### config.mk
export PLATFORM = sky130hd
export DESIGN_NAME = sfl_ctrl
export DESIGN_NICKNAME = d
export VERILOG_FILES = /design/src/inc/sfl_pkg.sv /design/src/hw/sfl_sync.sv /design/src/hw/sfl_ctrl.sv
export SDC_FILE = /design/constraint.sdc
export NUM_CORES = 1
export LEC_CHECK = 0
export ABC_CLOCK_PERIOD_IN_PS = 5000
export BUFFER_PORTS_ARGS = -buffer_cell sky130_fd_sc_hd__buf_2
export CAP_MARGIN = 0
export CORE_ASPECT_RATIO = 2
export CORE_MARGIN = 3
export CORE_UTILIZATION = 58
export DETAILED_ROUTE_END_ITERATION = 16
export GPL_TIMING_DRIVEN = 0
export PLACE_DENSITY = 0.85
export SLEW_MARGIN = 20
export SYNTH_ARGS = -nofsm -noshare
export SYNTH_HDL_FRONTEND = slang
export SYNTH_HIERARCHICAL = 1
export SYNTH_SLANG_ARGS = --single-unit
export TNS_END_PERCENT = 20
### constraint.sdc
create_clock -name i_ref_clk -period 5 [get_ports i_ref_clk]
set_clock_uncertainty 0.15 [all_clocks]
set_input_delay 1 -clock i_ref_clk [delete_from_list [all_inputs] [get_ports i_ref_clk]]
set_output_delay 1 -clock i_ref_clk [all_outputs]
set_load 0.01 [all_outputs]
### src/inc/sfl_pkg.sv
package sfl_pkg;

   ////////////////////////////////////////////////////////////////////////
   // Register bus geometry and register offsets.
   localparam int unsigned SFL_AW = 8;
   localparam int unsigned SFL_DW = 32;
   localparam logic [7:0] SFL_ADDR_CFG = 8'h00;
   localparam logic [7:0] SFL_ADDR_CTRL = 8'h04;
   localparam logic [7:0] SFL_ADDR_RXLIM = 8'h08;
   localparam logic [7:0] SFL_ADDR_GAP = 8'h0C;
   localparam logic [7:0] SFL_ADDR_EVT = 8'h10;

   ////////////////////////////////////////////////////////////////////////
   // Field positions.
   localparam int unsigned SFL_CFG_DMA_BIT = 0;
   localparam int unsigned SFL_CFG_MS_BIT = 1;
   localparam int unsigned SFL_CFG_TX_BIT = 2;
   localparam int unsigned SFL_CFG_RX_BIT = 3;
   localparam int unsigned SFL_CFG_CONT_BIT = 4;
   localparam int unsigned SFL_CTRL_START_BIT = 0;
   localparam int unsigned SFL_CTRL_STOP_BIT = 1;
   localparam int unsigned SFL_STAT_RUN_BIT = 0;
   localparam int unsigned SFL_STAT_STOPP_BIT = 1;
   localparam int unsigned SFL_STAT_EMPTY_BIT = 2;
   localparam int unsigned SFL_EVT_TXEMP_BIT = 0;
   localparam int unsigned SFL_EVT_TXSTOP_BIT = 1;
   localparam int unsigned SFL_EVT_RXSTOP_BIT = 2;
   localparam int unsigned SFL_RXLIM_W = 16;
   localparam int unsigned SFL_GAP_W = 4;

   ////////////////////////////////////////////////////////////////////////
   // Reset values and counts.
   localparam logic [15:0] SFL_RXLIM_RST = 16'h0000;
   localparam logic [3:0] SFL_GAP_RST = 4'h0;
   localparam logic [3:0] SFL_FRAME_LAST = 4'h7;

   ////////////////////////////////////////////////////////////////////////
   // Types.
   typedef enum logic [1:0] {
      SFL_IDLE = 2'b00,
      SFL_FRAME = 2'b01,
      SFL_GAP = 2'b11
   } sfl_state_t;

   typedef struct packed {
      logic cont;
      logic rx_en;
      logic tx_en;
      logic ms;
      logic dma;
   } sfl_cfg_t;

   typedef struct packed {
      logic rx_stop;
      logic tx_stop;
      logic tx_empty;
   } sfl_evt_t;

   typedef struct packed {
      logic wr;
      logic rd;
      logic [7:0] addr;
      logic [31:0] wdata;
   } sfl_req_t;

endpackage

### src/hw/sfl_sync.sv
`timescale 1ns/10ps
module sfl_sync (
   // Clock and reset
   input wire logic i_ref_clk,
   input wire logic i_rst,
   // Asynchronous level in, synchronised level out
   input wire logic i_async,
   output logic o_sync
);
   import sfl_pkg::*;

   logic [1:0] stage_q;
   logic [1:0] stage_d;

   always_comb begin
      stage_d = {stage_q[0], i_async};
   end

   always_ff @(posedge i_ref_clk) begin
      if (i_rst) begin
         stage_q <= 2'h0;
      end else begin
         stage_q <= stage_d;
      end
   end

   assign o_sync = stage_q[1];
endmodule

### src/hw/sfl_ctrl.sv
// Decided for this implementation: the address map and the strobed register port.
`timescale 1ns/10ps
// How it works
// RL1 - Tx halts at frame end when FIFO empty.
// RL2 - DMA tx halt raises tx empty event.
// RL3 - Early tx FIFO drain aborts transmission.
// RL4 - Tx DMA request once beyond data count.
// RL5 - Write racing the halt leaves it stopped.
// RL6 - Empty status bit reads 0 with data.
// RL7 - Rx halts after programmed frame count.
// RL8 - Rx count halt raises rx stop event.
// RL9 - Rx DMA request persists until FIFO empty.
// RL10 - Frame limit spans 1 to 65536 frames.
// RL11 - Rx FIFO full at frame start aborts; before the first frame it waits in idle instead.
// RL12 - CPU continuous mode uses stop on empty.
// RL13 - CPU continuous halt raises tx stop event.
// RL14 - CPU must refill before FIFO drains.
// RL15 - Rx request drops one cycle between accesses.
// RL16 - Runs only with DMA on, master chosen.
// RL17 - Gap of 1 to 16 serial clocks.
// RL18 - Stop bit ends after current frame.
// RL19 - Count received frames from start, compare.
// RL20 - Resume only on a new start write.
module sfl_ctrl (
   // Clock and reset
   input wire logic i_ref_clk,
   input wire logic i_rst,
   // Register port
   input sfl_pkg::sfl_req_t i_bus,
   output logic [31:0] o_rdata,
   // Serial clock from the link
   input wire logic i_serial_clock,
   // Transmit FIFO side
   input wire logic i_tx_fifo_empty,
   input wire logic i_tx_fifo_full,
   input wire logic i_tx_fifo_wr,
   output logic o_tx_pop,
   output logic o_tx_dma_request,
   // Receive FIFO side
   input wire logic i_rx_fifo_empty,
   input wire logic i_rx_fifo_full,
   input wire logic i_rx_fifo_rd,
   output logic o_rx_push,
   output logic o_rx_dma_request,
   // Frame and event reporting
   output logic o_frame_active,
   output sfl_pkg::sfl_evt_t o_evt
);
   import sfl_pkg::*;

   ////////////////////////////////////////////////////////////////////////
   // State.
   typedef struct packed {
      sfl_state_t state;
      logic running;
      logic stop_pend;
      sfl_cfg_t cfg;
      logic [15:0] rx_lim;
      logic [3:0] gap;
      logic [15:0] rx_cnt;
      logic [3:0] bit_cnt;
      logic [3:0] gap_cnt;
      logic sclk_q;
      logic tx_wr_q;
      logic rx_rd_q;
      logic tx_pop;
      logic rx_push;
      sfl_evt_t evt;
      sfl_evt_t sticky;
      logic [31:0] rdata;
   } sfl_st_t;

   sfl_st_t st_q;
   sfl_st_t st_d;
   logic sclk_sync;
   logic sclk_edge;
   logic dma_master;
   logic start_wr;
   logic stop_wr;
   logic frame_end;

   function automatic logic sfl_hit(input sfl_req_t b, input logic [7:0] a);
      sfl_hit = (b.addr == a);
   endfunction

   ////////////////////////////////////////////////////////////////////////
   // Serial clock crossing.
   sfl_sync u_sclk_sync (
      .i_ref_clk(i_ref_clk),
      .i_rst(i_rst),
      .i_async(i_serial_clock),
      .o_sync(sclk_sync)
   );

   assign sclk_edge = sclk_sync & ~st_q.sclk_q;
   // RL16 master DMA select
   assign dma_master = st_q.cfg.dma & ~st_q.cfg.ms;
   assign start_wr = i_bus.wr & sfl_hit(i_bus, SFL_ADDR_CTRL)
                     & i_bus.wdata[SFL_CTRL_START_BIT];
   assign stop_wr = i_bus.wr & sfl_hit(i_bus, SFL_ADDR_CTRL)
                    & i_bus.wdata[SFL_CTRL_STOP_BIT];
   assign frame_end = (st_q.state == SFL_FRAME) & sclk_edge
                      & (st_q.bit_cnt == SFL_FRAME_LAST);

   ////////////////////////////////////////////////////////////////////////
   // Next state.
   always_comb begin
      st_d = st_q;
      st_d.sclk_q = sclk_sync;
      st_d.tx_wr_q = i_tx_fifo_wr;
      st_d.rx_rd_q = i_rx_fifo_rd;
      st_d.tx_pop = 1'b0;
      st_d.rx_push = 1'b0;
      st_d.evt = '0;
      st_d.rdata = '0;

      // Register writes.
      if (i_bus.wr && sfl_hit(i_bus, SFL_ADDR_CFG)) begin
         st_d.cfg = sfl_cfg_t'(i_bus.wdata[4:0]);
      end
      // RL10 full 16-bit limit
      if (i_bus.wr && sfl_hit(i_bus, SFL_ADDR_RXLIM)) begin
         st_d.rx_lim = i_bus.wdata[15:0];
      end
      // RL17 gap setting
      if (i_bus.wr && sfl_hit(i_bus, SFL_ADDR_GAP)) begin
         st_d.gap = i_bus.wdata[3:0];
      end

      // Register reads; data stands in the following cycle only.
      if (i_bus.rd) begin
         case (i_bus.addr)
            SFL_ADDR_CFG: begin
               st_d.rdata[4:0] = st_q.cfg;
            end
            SFL_ADDR_CTRL: begin
               st_d.rdata[SFL_STAT_RUN_BIT] = st_q.running;
               st_d.rdata[SFL_STAT_STOPP_BIT] = st_q.stop_pend;
               // RL6 live empty status
               st_d.rdata[SFL_STAT_EMPTY_BIT] = i_tx_fifo_empty;
            end
            SFL_ADDR_RXLIM: begin
               st_d.rdata[15:0] = st_q.rx_lim;
            end
            SFL_ADDR_GAP: begin
               st_d.rdata[3:0] = st_q.gap;
            end
            SFL_ADDR_EVT: begin
               st_d.rdata[2:0] = st_q.sticky;
            end
            default: begin
               st_d.rdata = '0;
            end
         endcase
      end

      // RL20 restart on start
      if (start_wr && !st_q.running && dma_master) begin
         st_d.running = 1'b1;
         st_d.stop_pend = 1'b0;
         // RL19 count from start
         st_d.rx_cnt = '0;
         st_d.state = SFL_IDLE;
      end
      if (stop_wr && st_q.running) begin
         st_d.stop_pend = 1'b1;
      end

      case (st_q.state)
         SFL_IDLE: begin
            if (st_q.running && st_q.stop_pend) begin
               st_d.running = 1'b0;
               st_d.stop_pend = 1'b0;
            end else if (st_q.running
                         && (!st_q.cfg.tx_en || !i_tx_fifo_empty)
                         && (!st_q.cfg.rx_en || !i_rx_fifo_full)) begin
               st_d.state = SFL_FRAME;
               st_d.bit_cnt = '0;
               st_d.tx_pop = st_q.cfg.tx_en;
            end
         end
         SFL_FRAME: begin
            if (sclk_edge) begin
               st_d.bit_cnt = st_q.bit_cnt + 4'h1;
            end
            if (frame_end) begin
               // RL18 frame data kept
               st_d.rx_push = st_q.cfg.rx_en;
               st_d.rx_cnt = st_q.rx_cnt + 16'h0001;
               st_d.state = SFL_GAP;
               st_d.gap_cnt = '0;
               // RL7 frame limit halt
               if (st_q.cfg.rx_en && (st_q.rx_cnt == st_q.rx_lim)) begin
                  st_d.state = SFL_IDLE;
                  st_d.running = 1'b0;
                  // RL8 rx stop event
                  st_d.evt.rx_stop = 1'b1;
               end
               // RL1 halt when drained
               if (st_q.cfg.tx_en && i_tx_fifo_empty) begin
                  st_d.state = SFL_IDLE;
                  // RL5 racing write ignored
                  st_d.running = 1'b0;
                  // RL12 continuous mode halt
                  if (st_q.cfg.cont) begin
                     // RL13 tx stop event
                     st_d.evt.tx_stop = 1'b1;
                  end else begin
                     // RL2 tx empty event
                     st_d.evt.tx_empty = 1'b1;
                  end
               end
               // RL18 stop after frame
               if (st_q.stop_pend || stop_wr) begin
                  st_d.state = SFL_IDLE;
                  st_d.running = 1'b0;
                  st_d.stop_pend = 1'b0;
               end
            end
         end
         SFL_GAP: begin
            if (sclk_edge) begin
               st_d.gap_cnt = st_q.gap_cnt + 4'h1;
               // RL17 gap end
               if (st_q.gap_cnt == st_q.gap) begin
                  if (st_q.cfg.rx_en && i_rx_fifo_full) begin
                     // RL11 abort on full
                     st_d.state = SFL_IDLE;
                     st_d.running = 1'b0;
                  end else if (st_q.cfg.tx_en && i_tx_fifo_empty) begin
                     // RL3 abort on drain
                     st_d.state = SFL_IDLE;
                     st_d.running = 1'b0;
                  end else if (st_q.stop_pend) begin
                     st_d.state = SFL_IDLE;
                     st_d.running = 1'b0;
                     st_d.stop_pend = 1'b0;
                  end else begin
                     st_d.state = SFL_FRAME;
                     st_d.bit_cnt = '0;
                     st_d.tx_pop = st_q.cfg.tx_en;
                  end
               end
            end
         end
         default: begin
            st_d.state = SFL_IDLE;
            st_d.running = 1'b0;
         end
      endcase

      // An event in the clearing cycle wins over the clear.
      st_d.sticky = st_q.sticky & ~(i_bus.wr && sfl_hit(i_bus, SFL_ADDR_EVT)
                    ? sfl_evt_t'(i_bus.wdata[2:0]) : sfl_evt_t'(3'h0));
      st_d.sticky = st_d.sticky | st_d.evt;
   end

   ////////////////////////////////////////////////////////////////////////
   // Registers.
   always_ff @(posedge i_ref_clk) begin
      if (i_rst) begin
         st_q <= '{state: SFL_IDLE, cfg: '0, rx_lim: SFL_RXLIM_RST,
                   gap: SFL_GAP_RST, evt: '0, sticky: '0, rdata: '0,
                   default: '0};
      end else begin
         st_q <= st_d;
      end
   end

   ////////////////////////////////////////////////////////////////////////
   // Outputs.
   assign o_rdata = st_q.rdata;
   assign o_tx_pop = st_q.tx_pop;
   assign o_rx_push = st_q.rx_push;
   assign o_frame_active = (st_q.state == SFL_FRAME);
   assign o_evt = st_q.evt;
   // RL4 request while not full
   assign o_tx_dma_request = st_q.running & dma_master & st_q.cfg.tx_en
                             & ~st_q.cfg.cont & ~i_tx_fifo_full
                             & ~st_q.tx_wr_q;
   // RL9 drain regardless of run
   // RL15 low after access
   assign o_rx_dma_request = dma_master & ~i_rx_fifo_empty & ~st_q.rx_rd_q;
endmodule

==> results.json <==
{
  "root_buffer": "clkbuf_16",
  "postLayoutCoreUtil": 0.714,
  "clk_path_buf_depth": 2,
  "max_stage_delay_ps": 570,
  "synth-edff-count": 0,
  "grt_max_degree": 15,
  "cp_num_buf_inv": 3,
  "path_delay_family": "simple AND/OR/NAND/NOR gates",
  "antenna_found_initial": 0,
  "drtAntennaViolNets": 0,
  "route.detailed.drc": 0,
  "maxCapViolations": 0,
  "cts_resized": 0,
  "synth_top_area_share": 0.405,
  "htreeDepth": 3,
  "critPathLaunchType": "primary input",
  "placed_area_sq_um": 4510,
  "postSynthAreaPerCell_sq_um": 8.65,
  "path_class": "primary input to flip-flop",
  "grt.total_usage": 0.265,
  "cts_setup_buffers": 0,
  "timing.fmax_mhz": 354,
  "die_height_um": 124,
  "rsz0062_at_grt": "false",
  "area_growth_pct": 18.4,
  "clk_pin_slew_worst_paths_ps": 60,
  "synth_area_sq_um": 4060,
  "hold_buffers": 0,
  "gpl.final_weighted_congestion": 0.938,
  "place.port_buffers": 57,
  "hold_violations": 0,
  "grt_pass1_vias": 3619,
  "synth_cell_types": 52,
  "cp.arrival_ps": 2880,
  "cp_max_fo": 10,
  "end_kind": "flip-flop",
  "synth_top_area_cell": "dfxtp_1",
  "setup_viol": 0,
  "gr-total-overflow": 0,
  "fill_cells": 570,
  "status": "finished, final reports clean",
  "path_cells": "buf_2 -> or4_4 -> nor4b_4 -> nor2b_1 -> buf_4 -> nand2_2 -> buf_2 -> nand2_1 -> a21oi_1",
  "tightestPinTransition_ps": 679,
  "final_max_slew_viol_count": 0,
  "antennaDiodeCount": 0,
  "worstPathRequired_ps": 5060,
  "drt-total-wl_um": 10400,
  "cp_slowest_cell": "or4_4",
  "avgViaCountPerCell": 5.73,
  "cts-buffers-inserted": 9,
  "yosys-top-cells-area": "dfxtp_1, buf_4, nand3_1",
  "tns_ps": 0,
  "ys_ff_latch": 82,
  "ios": 91,
  "place_hpwl_um": 7790,
  "fin_area_sq_um": 4800,
  "cts.sinks": 82,
  "post-route-period-util": 0.564,
  "grt_pass1_wl_um": 16600,
  "power.density_nw_per_um2": 287,
  "fin_nets": 610,
  "die_w_um": 65.1,
  "initial_utilization": 0.603,
  "ys.flop_type": "dfxtp_1",
  "cts_tree": "done",
  "vias": 3699,
  "ir_drop_mv": 0.282,
  "p_leak_nw": 2.03,
  "dp_cells": 629,
  "crit_top_cell": "buf_2",
  "hp-class": "flip-flop to flip-flop",
  "post_route_cells_drive_above_1_share": 0.237,
  "slew_headroom": 0.544,
  "post-route-min-period_ps": 2820,
  "synth-seq-area-share": 0.405,
  "syn_inst": 469,
  "rows": 42,
  "async_flop_share": 0,
  "drt_iter0_markers": 308,
  "power.total_w": 0.00138,
  "clk_latency_ps": 340,
  "instances_no_fill": 645,
  "dieArea_sq_um": 8090,
  "ys_warn_count": 6,
  "core_area_sq_um": 6730,
  "post_drt_wl_per_cell_um": 16.1,
  "firstDrtPassIters": 6
}
==> state kept, by name, summed over array words and instances (netlist names) <==
name	flops
o_evt	3
u_sclk_sync/stage_q	2
o_rx_push	1
o_rdata	16
o_tx_pop	1
st_q	59
==> report_power, final <==
| group | total [W] | switching, W | internal [W] |
|---|---|---|---|
| sequential | 0.000656 | 0.000000834 | 0.000655 |
| clock | 0.000658 | 0.000270 | 0.000389 |
| combinational | 0.0000618 | 0.0000371 | 0.0000247 |
| total | 0.00138 | 0.000307 | 0.00107 |
==> synthesized netlist by cell type, types with 7 or more instances <==
library cell and number:
buf_4 36, and2_1 17, xor2_1 18, nand2_1 49, nand3_1 41, a21oi_1 36, nor2b_1 10, ha_1 7
nand3b_1 7, clkbuf_1 14, xnor2_1 16, nand4_1 8, dfxtp_1 82, nor2_1 33, and3_1 7, a22oi_1 8
==> final timing paths <==
path,start,endpoint,slack (ps),cells past startpoint
setup reg to reg,st_q[94],st_q[33],2270,7
hold / removal,u_sclk_sync/stage_q[0],u_sclk_sync/stage_q[1],300,1
setup / recovery,i_bus[37],st_q[82],2180,9
hold reg to reg,u_sclk_sync/stage_q[0],u_sclk_sync/stage_q[1],300,1
==> cell type report <==
type | instances | area [sq um] | share of cell area
clock inverters | 6 | 65.1 | 0.0135
multi-input cells | 340 | 2080 | 0.434
inverters | 6 | 22.5 | 0.00469
repair buffers | 57 | 285 | 0.0594
flip-flops and latches | 82 | 1640 | 0.342
well taps | 88 | 110 | 0.0229
plain buffers | 56 | 365 | 0.0761
clock buffers | 10 | 229 | 0.0477
==> per-stage QoR <==
stage	setup slack, ps	hold WS [ps]
after global placement	1890	269
final	2180	298
after global routing	2040	302
after detailed placement	1840	286
after CTS	2200	300
after floorplan	2100	264
==> cells by family (layout without fill, tap and decap cells) <==
| family | Yosys count | count (layout) | share of synthesized area |
|---|---|---|---|
| AO/OA/AOI/OAI | 65 | 65 | 0.0984 |
| XOR/XNOR | 34 | 34 | 0.0734 |
| adder cells (fa/ha/maj) | 7 | 7 | 0.0216 |
| buffers and inverters | 62 | 135 | 0.0956 |
| flip-flops | 82 | 82 | 0.405 |
| multiplexers | 11 | 11 | 0.0290 |
| other | 1 | 16 | 0.000924 |
| AND/OR/NAND/NOR | 207 | 207 | 0.276 |
==> per-layer routing <==
layer | wire, um | track usage
met1 | 3600 | 0.263
met2 | 5540 | 0.475
met3 | 604 | 0.0596
met4 | 623 | 0.166
met5 | 0 | 0
==> placed cells by master (no fill, tap or decap), types with 6 or more instances in the layout <==
cell type  instances
dfxtp_1           82
buf_2             60
nand2_1           49
nand3_1           41
buf_4             36
a21oi_1           36
nor2_1            33
xor2_1            18
and2_1            17
xnor2_1           16
conb_1            16
clkbuf_1          15
nor2b_1           10
clkbuf_16          9
a22oi_1            8
nand4_1            8
nand3b_1           7
and3_1             7
ha_1               7
inv_1              6
nor3_1             6
o21ai_0            6
mux2_2             6
Note: power is estimated with default switching activity, not from simulation.
